<file path="src/include/cec_defines.svh">
// constants for the capacitive electrode configuration block
`ifndef CEC_DEFINES_SVH
`define CEC_DEFINES_SVH

// ***********************************************
// register offsets (byte addresses)
// ***********************************************
`define CEC_OFS_CFG      8'h00
`define CEC_OFS_TIMEOUT  8'h04
`define CEC_OFS_THR0     8'h08
`define CEC_OFS_ENABLES  8'h18
`define CEC_OFS_SCANCODE 8'h1c
`define CEC_OFS_WAKEIDX  8'h20
`define CEC_OFS_WAKETHR  8'h24
`define CEC_OFS_RES      8'h28
`define CEC_OFS_STATUS   8'h2c
`define CEC_OFS_RESTART  8'h30

// ***********************************************
// field positions
// ***********************************************
`define CEC_CFG_STUCK_BIT 4
`define CEC_CFG_WAKE_BIT  2
`define CEC_STAT_WAKE_BIT 4
`define CEC_STAT_RES_LSB  8

// ***********************************************
// reset values and limits
// ***********************************************
`define CEC_TIMEOUT_RST 8'h00
`define CEC_THR_RST     7'h0a
`define CEC_ENABLES_RST 4'h0
`define CEC_SCAN_RST    4'h0
`define CEC_WAKEIDX_RST 2'h0
`define CEC_WAKETHR_RST 7'h0a
`define CEC_RES_RST     4'h8
`define CEC_RES_MIN     4'h8
`define CEC_RES_MAX     4'hb
`define CEC_TIMEOUT_OFF 8'h00

// ***********************************************
// timing
// ***********************************************
`define CEC_CLK_NS    10
`define CEC_MS_NS     1000000
`define CEC_MS_CYCLES (`CEC_MS_NS / `CEC_CLK_NS)

// sleep scan intervals in ms, by code
`define CEC_LP_MS_0  9'd1
`define CEC_LP_MS_1  9'd5
`define CEC_LP_MS_2  9'd10
`define CEC_LP_MS_3  9'd15
`define CEC_LP_MS_4  9'd20
`define CEC_LP_MS_5  9'd30
`define CEC_LP_MS_6  9'd40
`define CEC_LP_MS_7  9'd50
`define CEC_LP_MS_8  9'd75
`define CEC_LP_MS_9  9'd100
`define CEC_LP_MS_10 9'd125
`define CEC_LP_MS_11 9'd150
`define CEC_LP_MS_12 9'd200
`define CEC_LP_MS_13 9'd300
`define CEC_LP_MS_14 9'd400
`define CEC_LP_MS_15 9'd500

`endif

</file>
<file path="src/include/cec_pkg.sv">
// types of the capacitive electrode configuration block
package cec_pkg;
	// gray order: idle -> run -> wake watch
	typedef enum logic [1:0]
	{
		CEC_IDLE = 2'b00,
		CEC_RUN  = 2'b01,
		CEC_WAKE = 2'b11
	} cec_mode_t;
endpackage

</file>
<file path="src/include/cec_scan_if.sv">
// link between the controller and the sleep scan timer
`timescale 1ns/100ps
interface cec_scan_if;
	logic [3:0] scanCode;
	logic       run;
	logic       tick;
	modport timer (input scanCode, input run, output tick);
	modport ctrl  (output scanCode, output run, input tick);
endinterface

</file>
<file path="src/rtl/cec_top.sv">
// capacitive electrode configuration registers and touch evaluation
//
// Notes on behaviour
// - timeout zero never forces recalibration
// - recalibrate after n touched task executions
// - touch when reading exceeds baseline by threshold
// - four enable bits, one per electrode
// - sleep scan period from 4-bit code table
// - shutdown wake scans only selected electrode
// - 7-bit wake threshold for wake electrode
// - resolution accepts only codes 8 to 11
// - new resolution applied only after restart
// - wake enable stops run scanning, resets zero
// - stuck recalibration only with stuck enable
//
// Register access over AHB-Lite and the placing of the registers are this design's own decisions.
`timescale 1ns/100ps
`include "cec_defines.svh"
module cec_top #(
	parameter int unsigned MS_CYCLES = `CEC_MS_CYCLES
)(
	// clock and reset
	input  wire logic        ref_clk,
	input  wire logic        rst_b,
	// ahb-lite slave
	input  wire logic        hsel,
	input  wire logic [31:0] haddr,
	input  wire logic [1:0]  htrans,
	input  wire logic        hwrite,
	input  wire logic [2:0]  hsize,
	input  wire logic [31:0] hwdata,
	input  wire logic        hready,
	output logic             hreadyout,
	output logic             hresp,
	output logic [31:0]      hrdata,
	// sensing front-end
	input  wire logic        sampleValid,
	input  wire logic [1:0]  sampleIndex,
	input  wire logic [15:0] sampleData,
	input  wire logic        shutdownPin,
	output logic [3:0]       electrodeScan,
	output logic             lowPowerStrobe,
	output logic [3:0]       scanResolution,
	output logic [3:0]       touchStatus,
	output logic             wakeRequest
);
	// ***********************************************
	// registers
	// ***********************************************
	logic       stuck_recal_enable;
	logic       capacitive_wake_enable;
	logic [7:0] stuck_timeout_count;
	logic [6:0] electrode_threshold [4];
	logic [3:0] electrode_on_bit;
	logic [3:0] sleep_scan_code;
	logic [1:0] wake_electrode_index;
	logic [6:0] wake_threshold;
	logic [3:0] sample_resolution_code;
	logic       wakeFlag;
	logic [31:0] rdData;

	logic        dWrite;
	logic [7:0]  dAddr;
	logic        next_dWrite;
	logic [7:0]  next_dAddr;
	logic [31:0] next_rdData;
	logic        aValid;
	logic        restartReq;
	logic        wakeHit;

	// ***********************************************
	// pin synchroniser and mode
	// ***********************************************
	logic shutSync1;
	logic shutSync2;
	cec_pkg::cec_mode_t mode;
	cec_pkg::cec_mode_t next_mode;
	logic                resLoad;
	logic                next_resLoad;
	logic [3:0]          next_scanResolution;

	always_ff @(posedge ref_clk or negedge rst_b)
	begin
		if (!rst_b)
		begin
			shutSync1 <= 1'b0;
			shutSync2 <= 1'b0;
		end
		else
		begin
			shutSync1 <= shutdownPin;
			shutSync2 <= shutSync1;
		end
	end

	always_comb
	begin
		next_mode = mode;
		case (mode)
			cec_pkg::CEC_IDLE: next_mode = cec_pkg::CEC_RUN;
			cec_pkg::CEC_RUN:
				if (shutSync2 && capacitive_wake_enable)
					next_mode = cec_pkg::CEC_WAKE;
			cec_pkg::CEC_WAKE:
				if (!shutSync2 || !capacitive_wake_enable)
					next_mode = cec_pkg::CEC_RUN;
			default: next_mode = cec_pkg::CEC_IDLE;
		endcase
		if (restartReq)
			next_mode = cec_pkg::CEC_IDLE;
		// resolution taken only at a restart
		next_resLoad        = restartReq;
		next_scanResolution = resLoad ? sample_resolution_code : scanResolution;
	end

	always_ff @(posedge ref_clk or negedge rst_b)
	begin
		if (!rst_b)
		begin
			mode           <= cec_pkg::CEC_IDLE;
			resLoad        <= 1'b0;
			scanResolution <= `CEC_RES_RST;
		end
		else
		begin
			mode           <= next_mode;
			resLoad        <= next_resLoad;
			scanResolution <= next_scanResolution;
		end
	end

	// ***********************************************
	// scan selection
	// ***********************************************
	cec_scan_if scanLink ();
	logic [3:0] scanned;

	assign scanLink.scanCode = sleep_scan_code;
	assign scanLink.run      = (mode == cec_pkg::CEC_WAKE);

	cec_scan_timer #(.MS_CYCLES(MS_CYCLES)) uTimer (
		.ref_clk (ref_clk),
		.rst_b   (rst_b),
		.scan    (scanLink.timer)
	);

	always_comb
	begin
		scanned = 4'h0;
		// no run scanning while wake enabled
		if (mode == cec_pkg::CEC_RUN && !capacitive_wake_enable)
			scanned = electrode_on_bit;
		// only the wake electrode in shutdown
		else if (mode == cec_pkg::CEC_WAKE)
			scanned[wake_electrode_index] = 1'b1;
	end

	assign electrodeScan  = scanned;
	assign lowPowerStrobe = scanLink.tick;

	// ***********************************************
	// per-electrode evaluation
	// ***********************************************
	logic [3:0] touchRaw;

	for (genvar i = 0; i < 4; i++)
	begin : gElec
		logic [15:0] baseline;
		logic [15:0] next_baseline;
		logic        haveBase;
		logic        next_haveBase;
		logic [7:0]  stuckCnt;
		logic [7:0]  next_stuckCnt;
		logic        touched;
		logic        next_touched;
		logic [6:0]  thr;
		logic        hit;

		assign thr = (mode == cec_pkg::CEC_WAKE) ? wake_threshold : electrode_threshold[i];

		always_comb
		begin
			next_baseline = baseline;
			next_haveBase = haveBase;
			next_stuckCnt = stuckCnt;
			next_touched  = touched;
			// reading at least baseline plus threshold
			hit = ({1'b0, sampleData} >= ({1'b0, baseline} + {10'h0, thr}));
			if (!scanned[i] || restartReq)
			begin
				next_haveBase = 1'b0;
				next_stuckCnt = 8'h0;
				next_touched  = 1'b0;
			end
			else if (sampleValid && sampleIndex == 2'(i))
			begin
				if (!haveBase)
				begin
					next_baseline = sampleData;
					next_haveBase = 1'b1;
				end
				else if (!hit)
				begin
					next_touched  = 1'b0;
					next_stuckCnt = 8'h0;
				end
				else if (stuck_recal_enable && stuck_timeout_count != `CEC_TIMEOUT_OFF)
				begin
					if (stuckCnt + 8'h1 >= stuck_timeout_count)
					begin
						next_baseline = sampleData;
						next_stuckCnt = 8'h0;
						next_touched  = 1'b0;
					end
					else
					begin
						next_stuckCnt = stuckCnt + 8'h1;
						next_touched  = 1'b1;
					end
				end
				else
					next_touched = 1'b1;
			end
		end

		always_ff @(posedge ref_clk or negedge rst_b)
		begin
			if (!rst_b)
			begin
				baseline <= 16'h0;
				haveBase <= 1'b0;
				stuckCnt <= 8'h0;
				touched  <= 1'b0;
			end
			else
			begin
				baseline <= next_baseline;
				haveBase <= next_haveBase;
				stuckCnt <= next_stuckCnt;
				touched  <= next_touched;
			end
		end

		assign touchRaw[i] = touched;
	end

	assign touchStatus = (mode == cec_pkg::CEC_RUN) ? touchRaw : 4'h0;
	assign wakeHit     = (mode == cec_pkg::CEC_WAKE) && (touchRaw != 4'h0);
	assign wakeRequest = wakeFlag;

	// ***********************************************
	// ahb-lite slave, zero wait states
	// ***********************************************
	assign aValid    = hsel && htrans[1] && hready;
	assign hreadyout = 1'b1;
	assign hresp     = 1'b0;
	assign hrdata    = rdData;

	always_comb
	begin
		next_dWrite = aValid && hwrite;
		next_dAddr  = haddr[7:0];
		next_rdData = 32'h0;
		if (aValid && !hwrite)
		begin
			if (haddr[7:0] == `CEC_OFS_CFG)
			begin
				next_rdData[`CEC_CFG_STUCK_BIT] = stuck_recal_enable;
				next_rdData[`CEC_CFG_WAKE_BIT]  = capacitive_wake_enable;
			end
			else if (haddr[7:0] == `CEC_OFS_TIMEOUT)
				next_rdData[7:0] = stuck_timeout_count;
			else if (haddr[7:0] >= `CEC_OFS_THR0 && haddr[7:0] < `CEC_OFS_ENABLES
				&& haddr[1:0] == 2'h0)
				next_rdData[6:0] = electrode_threshold[haddr[3:2] - 2'h2];
			else if (haddr[7:0] == `CEC_OFS_ENABLES)
				next_rdData[3:0] = electrode_on_bit;
			else if (haddr[7:0] == `CEC_OFS_SCANCODE)
				next_rdData[3:0] = sleep_scan_code;
			else if (haddr[7:0] == `CEC_OFS_WAKEIDX)
				next_rdData[1:0] = wake_electrode_index;
			else if (haddr[7:0] == `CEC_OFS_WAKETHR)
				next_rdData[6:0] = wake_threshold;
			else if (haddr[7:0] == `CEC_OFS_RES)
				next_rdData[3:0] = sample_resolution_code;
			else if (haddr[7:0] == `CEC_OFS_STATUS)
			begin
				next_rdData[3:0] = touchStatus;
				next_rdData[`CEC_STAT_WAKE_BIT] = wakeFlag;
				next_rdData[`CEC_STAT_RES_LSB +: 4] = scanResolution;
			end
		end
	end

	always_ff @(posedge ref_clk or negedge rst_b)
	begin
		if (!rst_b)
		begin
			dWrite <= 1'b0;
			dAddr  <= 8'h0;
			rdData <= 32'h0;
		end
		else
		begin
			dWrite <= next_dWrite;
			dAddr  <= next_dAddr;
			rdData <= next_rdData;
		end
	end

	// ***********************************************
	// register writes in the data phase
	// ***********************************************
	assign restartReq = dWrite && dAddr == `CEC_OFS_RESTART && hwdata[0];

	always_ff @(posedge ref_clk or negedge rst_b)
	begin
		if (!rst_b)
		begin
			stuck_recal_enable     <= 1'b0;
			capacitive_wake_enable <= 1'b0;
			stuck_timeout_count    <= `CEC_TIMEOUT_RST;
			for (int k = 0; k < 4; k++)
				electrode_threshold[k] <= `CEC_THR_RST;
			electrode_on_bit       <= `CEC_ENABLES_RST;
			sleep_scan_code        <= `CEC_SCAN_RST;
			wake_electrode_index   <= `CEC_WAKEIDX_RST;
			wake_threshold         <= `CEC_WAKETHR_RST;
			sample_resolution_code <= `CEC_RES_RST;
			wakeFlag               <= 1'b0;
		end
		else
		begin
			// set wins over a clear in the same cycle
			if (wakeHit)
				wakeFlag <= 1'b1;
			else if (dWrite && dAddr == `CEC_OFS_STATUS && hwdata[`CEC_STAT_WAKE_BIT])
				wakeFlag <= 1'b0;
			// the restart also drops the wake enable
			if (restartReq)
				capacitive_wake_enable <= 1'b0;
			else if (dWrite)
			begin
				if (dAddr == `CEC_OFS_CFG)
				begin
					stuck_recal_enable     <= hwdata[`CEC_CFG_STUCK_BIT];
					capacitive_wake_enable <= hwdata[`CEC_CFG_WAKE_BIT];
				end
				else if (dAddr == `CEC_OFS_TIMEOUT)
					stuck_timeout_count <= hwdata[7:0];
				else if (dAddr >= `CEC_OFS_THR0 && dAddr < `CEC_OFS_ENABLES
					&& dAddr[1:0] == 2'h0)
					electrode_threshold[dAddr[3:2] - 2'h2] <= hwdata[6:0];
				else if (dAddr == `CEC_OFS_ENABLES)
					electrode_on_bit <= hwdata[3:0];
				// code stored as given, no ms meaning
				else if (dAddr == `CEC_OFS_SCANCODE)
					sleep_scan_code <= hwdata[3:0];
				else if (dAddr == `CEC_OFS_WAKEIDX)
					wake_electrode_index <= hwdata[1:0];
				else if (dAddr == `CEC_OFS_WAKETHR)
					wake_threshold <= hwdata[6:0];
				else if (dAddr == `CEC_OFS_RES && hwdata[31:4] == 28'h0
					&& hwdata[3:0] >= `CEC_RES_MIN && hwdata[3:0] <= `CEC_RES_MAX)
					sample_resolution_code <= hwdata[3:0];
			end
		end
	end
endmodule

</file>
<file path="src/rtl/cec_scan_timer.sv">
// sleep scan interval timer driven by the 4-bit scan code
`timescale 1ns/100ps
`include "cec_defines.svh"
module cec_scan_timer #(
	parameter int unsigned MS_CYCLES = `CEC_MS_CYCLES
)(
	// clock and reset
	input  wire logic  ref_clk,
	input  wire logic  rst_b,
	// controller side
	cec_scan_if.timer  scan
);
	logic [16:0] msCnt;
	logic [16:0] next_msCnt;
	logic [8:0]  ivCnt;
	logic [8:0]  next_ivCnt;
	logic        tick;
	logic        next_tick;
	logic [8:0]  intervalMs;
	logic        msTick;

	// ***********************************************
	// code to interval
	// ***********************************************
	// non-linear code table
	always_comb
	begin
		case (scan.scanCode)
			4'h0:    intervalMs = `CEC_LP_MS_0;
			4'h1:    intervalMs = `CEC_LP_MS_1;
			4'h2:    intervalMs = `CEC_LP_MS_2;
			4'h3:    intervalMs = `CEC_LP_MS_3;
			4'h4:    intervalMs = `CEC_LP_MS_4;
			4'h5:    intervalMs = `CEC_LP_MS_5;
			4'h6:    intervalMs = `CEC_LP_MS_6;
			4'h7:    intervalMs = `CEC_LP_MS_7;
			4'h8:    intervalMs = `CEC_LP_MS_8;
			4'h9:    intervalMs = `CEC_LP_MS_9;
			4'ha:    intervalMs = `CEC_LP_MS_10;
			4'hb:    intervalMs = `CEC_LP_MS_11;
			4'hc:    intervalMs = `CEC_LP_MS_12;
			4'hd:    intervalMs = `CEC_LP_MS_13;
			4'he:    intervalMs = `CEC_LP_MS_14;
			default: intervalMs = `CEC_LP_MS_15;
		endcase
	end

	// ***********************************************
	// ms divider and interval counter
	// ***********************************************
	assign msTick = (msCnt == 17'(MS_CYCLES - 1));

	always_comb
	begin
		next_msCnt = msTick ? 17'h0 : msCnt + 17'h1;
		next_ivCnt = ivCnt;
		next_tick  = 1'b0;
		if (!scan.run)
		begin
			next_msCnt = 17'h0;
			next_ivCnt = 9'h0;
		end
		else if (msTick)
		begin
			if (ivCnt + 9'h1 >= intervalMs)
			begin
				next_ivCnt = 9'h0;
				next_tick  = 1'b1;
			end
			else
				next_ivCnt = ivCnt + 9'h1;
		end
	end

	always_ff @(posedge ref_clk or negedge rst_b)
	begin
		if (!rst_b)
		begin
			msCnt <= 17'h0;
			ivCnt <= 9'h0;
			tick  <= 1'b0;
		end
		else
		begin
			msCnt <= next_msCnt;
			ivCnt <= next_ivCnt;
			tick  <= next_tick;
		end
	end

	assign scan.tick = tick;
endmodule

</file>
<file path="config.mk">
export PLATFORM = sky130hd
export DESIGN_NAME = cec_top
export DESIGN_NICKNAME = d
export VERILOG_FILES = /design/src/include/cec_pkg.sv /design/src/include/cec_scan_if.sv /design/src/rtl/cec_top.sv /design/src/rtl/cec_scan_timer.sv
export VERILOG_INCLUDE_DIRS = /design/src /design/src/include
export SDC_FILE = /design/constraint.sdc
export NUM_CORES = 1
export LEC_CHECK = 0
export BUFFER_PORTS_ARGS = -buffer_cell sky130_fd_sc_hd__buf_2
export CAP_MARGIN = 30
export CORE_MARGIN = 5
export CORE_UTILIZATION = 55
export DETAILED_ROUTE_END_ITERATION = 10
export PLACE_DENSITY = 0.8
export REMOVE_ABC_BUFFERS = 1
export SETUP_SLACK_MARGIN = 0.05
export SLEW_MARGIN = 15
export SYNTH_ARGS = -nofsm -noshare
export SYNTH_HDL_FRONTEND = slang
export SYNTH_SLANG_ARGS = --single-unit
export TNS_END_PERCENT = 5
</file>
<file path="constraint.sdc">
create_clock -name ref_clk -period 11 [get_ports ref_clk]
set_clock_uncertainty 0.1 [all_clocks]
set_input_delay 0.55 -clock ref_clk [delete_from_list [all_inputs] [get_ports ref_clk]]
set_output_delay 0.55 -clock ref_clk [all_outputs]
set_load 0.01 [all_outputs]
</file>
==> impl_results.md <==
- Status: finished, final reports clean
- Sequential area share after synthesis: 0.385
- Slew headroom: 0.366
- GPL Wtd Cong: 0.911
- RSZ-0062 raised after global routing: false
- XOR/XNOR Fraction of Synth Area: 0.0614
- Die ar.: 29500 µm²
- Main synth FF type: dfrtp_1
- Final setup vio count: 0
- Post-synthesis adder-cell area fraction: 0.132
- Via count: 11181
- Post-synth cell types: 70
- Final TNS setup: 0 ns
- Routed Antenna Nets: 0
- Skew-Pair Late Insertion Delay: 0.54 ns
- Synthesized area per cell: 10.2 µm²
- CP Buf/Inv Count: 1
- Commonest cells post-synth: 209 x dfrtp_1, 146 x ha_1, 120 x mux2_2
- Hpwl dp: 25900 µm
- Arr. time, crit path: 6.12 ns
- Worst path required time: 11.30 ns
- Fmax: 0.172 GHz
- H-Tree Depth: 1
- Syn Inst Count: 1418
- DR iter-0 viols: 843
- Register-to-register setup slack: 5.18 ns
- Min Hold Slack: 0.0209 ns
- CP Cell Sequence: nand2_1 -> buf_4 -> a21o_1 -> ha_1 -> a21o_1 -> a21oi_1 -> nor2b_1 -> o21a_1 -> nor4_1 -> nor3_1 -> nand2_1 -> xor2_1 -> ha_1 -> a41o_1 -> a21oi_1 -> a2bb2oi_1 -> o21ai_0 -> o21ai_2 -> nor3_2 -> o21ai_2 -> mux2_2
- Input/output buffers: 91
- Met3 global-route usage: 0.0322
- Fill count: 2075
- Leading area contributor after synthesis: dfrtp_1
- CP max FO: 35
- N_diodes: 0
- Largest family of logic cells by synthesized area: simple AND/OR/NAND/NOR gates
- Area growth, synth to finish: 10.9%
- Max Cap Viol: 0
- Most Crowded Layer GR: met2
- Worst Hold Path EP: shutSync1$_DFF_PN0_
- TritonCTS buffer count: 26
- Worst setup SP type: flip-flop
- Multiplexer share of the synthesized area: 0.110
- Slew Limit Fails: 0
- Leak: 8.06 nW
- Worst hold start: shutdownPin
- Resize count post-CTS: 0
- Tcrit/Tclk final: 0.529
- Clock tree buffer depth: 3
- Cell depth of the worst flop-to-flop path: 21
- Root Buffer: clkbuf_16
- Slowest cell on crit path: o21ai_2
- Global Route Usage Sum: 0.238
- Met1 global-route usage: 0.324
- Largest net degree at the start of global routing: 101
- Gr ovfl total: 0
- # Post-CTS Setup Buffers: 0
- Top-area cell type share of the netlist area: 0.363
- Hold_buf cts: 1
- Cell with the most instances after synthesis: dfrtp_1
- CTS sink count: 221
- Crit-path leading delay family: compound AO/OA/AOI/OAI gates
- Layout cells sized above 1: 0.192
- Initial antenna violation count: 0
- Average wire per standard cell: 18.7 µm
- Nets@finish: 1761
- Final wirelength: 35100 µm
- Crit path time final: 5.82 ns
- GR Util met2: 0.411
- R2r startpoint: mode[1]$_DFFE_PN0P_
- Hold Path Class: input port to flip-flop
- Top cells by area, synth: dfrtp_1 36%, ha_1 13%, mux2_2 9.4%, xor2_1 3.4%, nand2_1 3.1%
- Number of synthesized flops with an enable pin: 0
- Fin. Hold Viols: 0
- Cell Rows: 59
- Worst-path clk slew: 0.06 ns
- Die Wd: 172 µm
- Capture point of the worst reg-to-reg path: gElec[0].baseline[11]$_DFFE_PN0P_
- Setup CP Type: flip-flop to flip-flop
- Vias per std cell: 5.97
- Area share of and/or/nand/nor cells after synthesis: 0.153
- Pwr per Cell Area: 112 nW/µm²
- Stages on the worst setup path: 21
- Compound-Gate Fraction of Synth Area: 0.123
- Starting Density: 0.556
- # IOs: 142
- Hold path cells: 1
- VDD IR max: 124 µV
- Setup crit end kind: flip-flop
- Number of global-route vias before repair: 11106
- Largest stage delay, worst path: 0.79 ns
- Global-route wire length before repair: 56900 µm
- Register bit count reported by yosys: 221
- 1st-pass router iterations: 6
- Async SR Flop Fraction: 1.00
- Mapped Area: 14400 µm²
- Die Y: 172 µm
- Core Area: 25900 µm²
- YS warnings: 0
- Worst Tran Pin Value: 0.951 ns
- Drt drc: 0
- CTS tree: done
flip-flops by register name (all words and copies together) (netlist names), 2 cells and up:
| register | flops |
|---|---|
| stuck_timeout_count | 8 |
| wake_electrode_index | 2 |
| gElec.touched | 4 |
| electrode_on_bit | 4 |
| uTimer.msCnt | 17 |
| scanLink.scanCode | 4 |
| hrdata | 12 |
| scanResolution | 4 |
| gElec.stuckCnt | 32 |
| gElec.baseline | 64 |
| dAddr | 8 |
| electrode_threshold | 28 |
| uTimer.ivCnt | 9 |
| gElec.haveBase | 4 |
| wake_threshold | 7 |
| mode | 2 |
| sample_resolution_code | 4 |
per-stage QoR:
stage                     instances  setup slack [ns]  cell area, µm²  utilization  power [W]
after floorplan                1389              5.88           14200            -   0.000910
final                          1872              5.18           16000        0.616    0.00178
after global routing           1872              4.74           16000        0.616    0.00185
after detailed placement       1820              5.29           15100        0.583   0.000975
after CTS                      1869              5.25           15900        0.614    0.00180
after global placement         1818              5.26           15100        0.582   0.000970
routing by layer:
layer,vias up,wire length [µm],share of wire
met5,-,0,0
met4,0,848,0.024
met3,59,2470,0.070
met2,357,16700,0.48
met1,5471,15100,0.43
li1,5294,-,-
area by class of cell:
type,instances,area [µm²],area share
Clock inverter,9,81.3,0.00509
Clock buffer,39,719,0.0451
Tap cell,335,419,0.0263
Multi-Input combinational cell,1115,8440,0.529
Inverter,53,199,0.0125
Timing Repair Buffer,100,562,0.0352
Sequential cell,221,5550,0.347
logic make-up after synthesis:
logic type                 after synthesis
and+or+nand+nor                        443
AOI/OAI and AO/OA                      267
DFF                                    221
adders and majority gates              150
muxes                                  132
buffers and inverters                  102
xor gates and xnor gates               101
other                                    2
power breakdown:
group	switching (W)	leakage, nW	internal, W	total, W
Clock	0.000345	0.396	0.000475	0.000820
Combinational	0.0000796	4.73	0.0000492	0.000129
Sequential	0.0000101	2.93	0.000824	0.000835
cell usage in the layout, fill, tap and decap left out, drive strengths merged, types with 54 or more instances in the layout:
| cell | count |
|---|---|
| dfrtp | 209 |
| ha | 146 |
| mux2 | 120 |
| nand2 | 118 |
| buf | 98 |
| nor2 | 97 |
| o21ai | 68 |
| nand3 | 57 |
| xor2 | 56 |
| a21o | 54 |
worst max-delay path by stage:
stage	from	to	slack (ns)
5_1_grt	mode[1]$_DFFE_PN0P_	gElec[0].baseline[8]$_DFFE_PN0P_	4.74
4_1_cts	mode[1]$_DFFE_PN0P_	gElec[0].baseline[11]$_DFFE_PN0P_	5.25
6_report	mode[1]$_DFFE_PN0P_	gElec[0].baseline[11]$_DFFE_PN0P_	5.18
3_3_place_gp	mode[1]$_DFFE_PN0P_	gElec[3].baseline[1]$_DFFE_PN0P_	5.26
2_1_floorplan	mode[1]$_DFFE_PN0P_	gElec[3].baseline[0]$_DFFE_PN0P_	5.88
3_5_place_dp	mode[1]$_DFFE_PN0P_	gElec[0].baseline[2]$_DFFE_PN0P_	5.29
worst register-to-register path, stage by stage (launching register included):
cell and delay (ns):
dfrtp_1 0.67, nand2_1 0.09, buf_4 0.26, a21o_1 0.26
ha_1 0.28, a21o_1 0.11, a21oi_1 0.09, nor2b_1 0.15
o21a_1 0.15, nor4_1 0.05, nor3_1 0.62, nand2_1 0.13
xor2_1 0.18, ha_1 0.31, a41o_1 0.22, a21oi_1 0.12
a2bb2oi_1 0.16, o21ai_0 0.17, o21ai_2 0.26, nor3_2 0.08
o21ai_2 0.79, mux2_2 0.42
(Power assumes the default switching activity.)
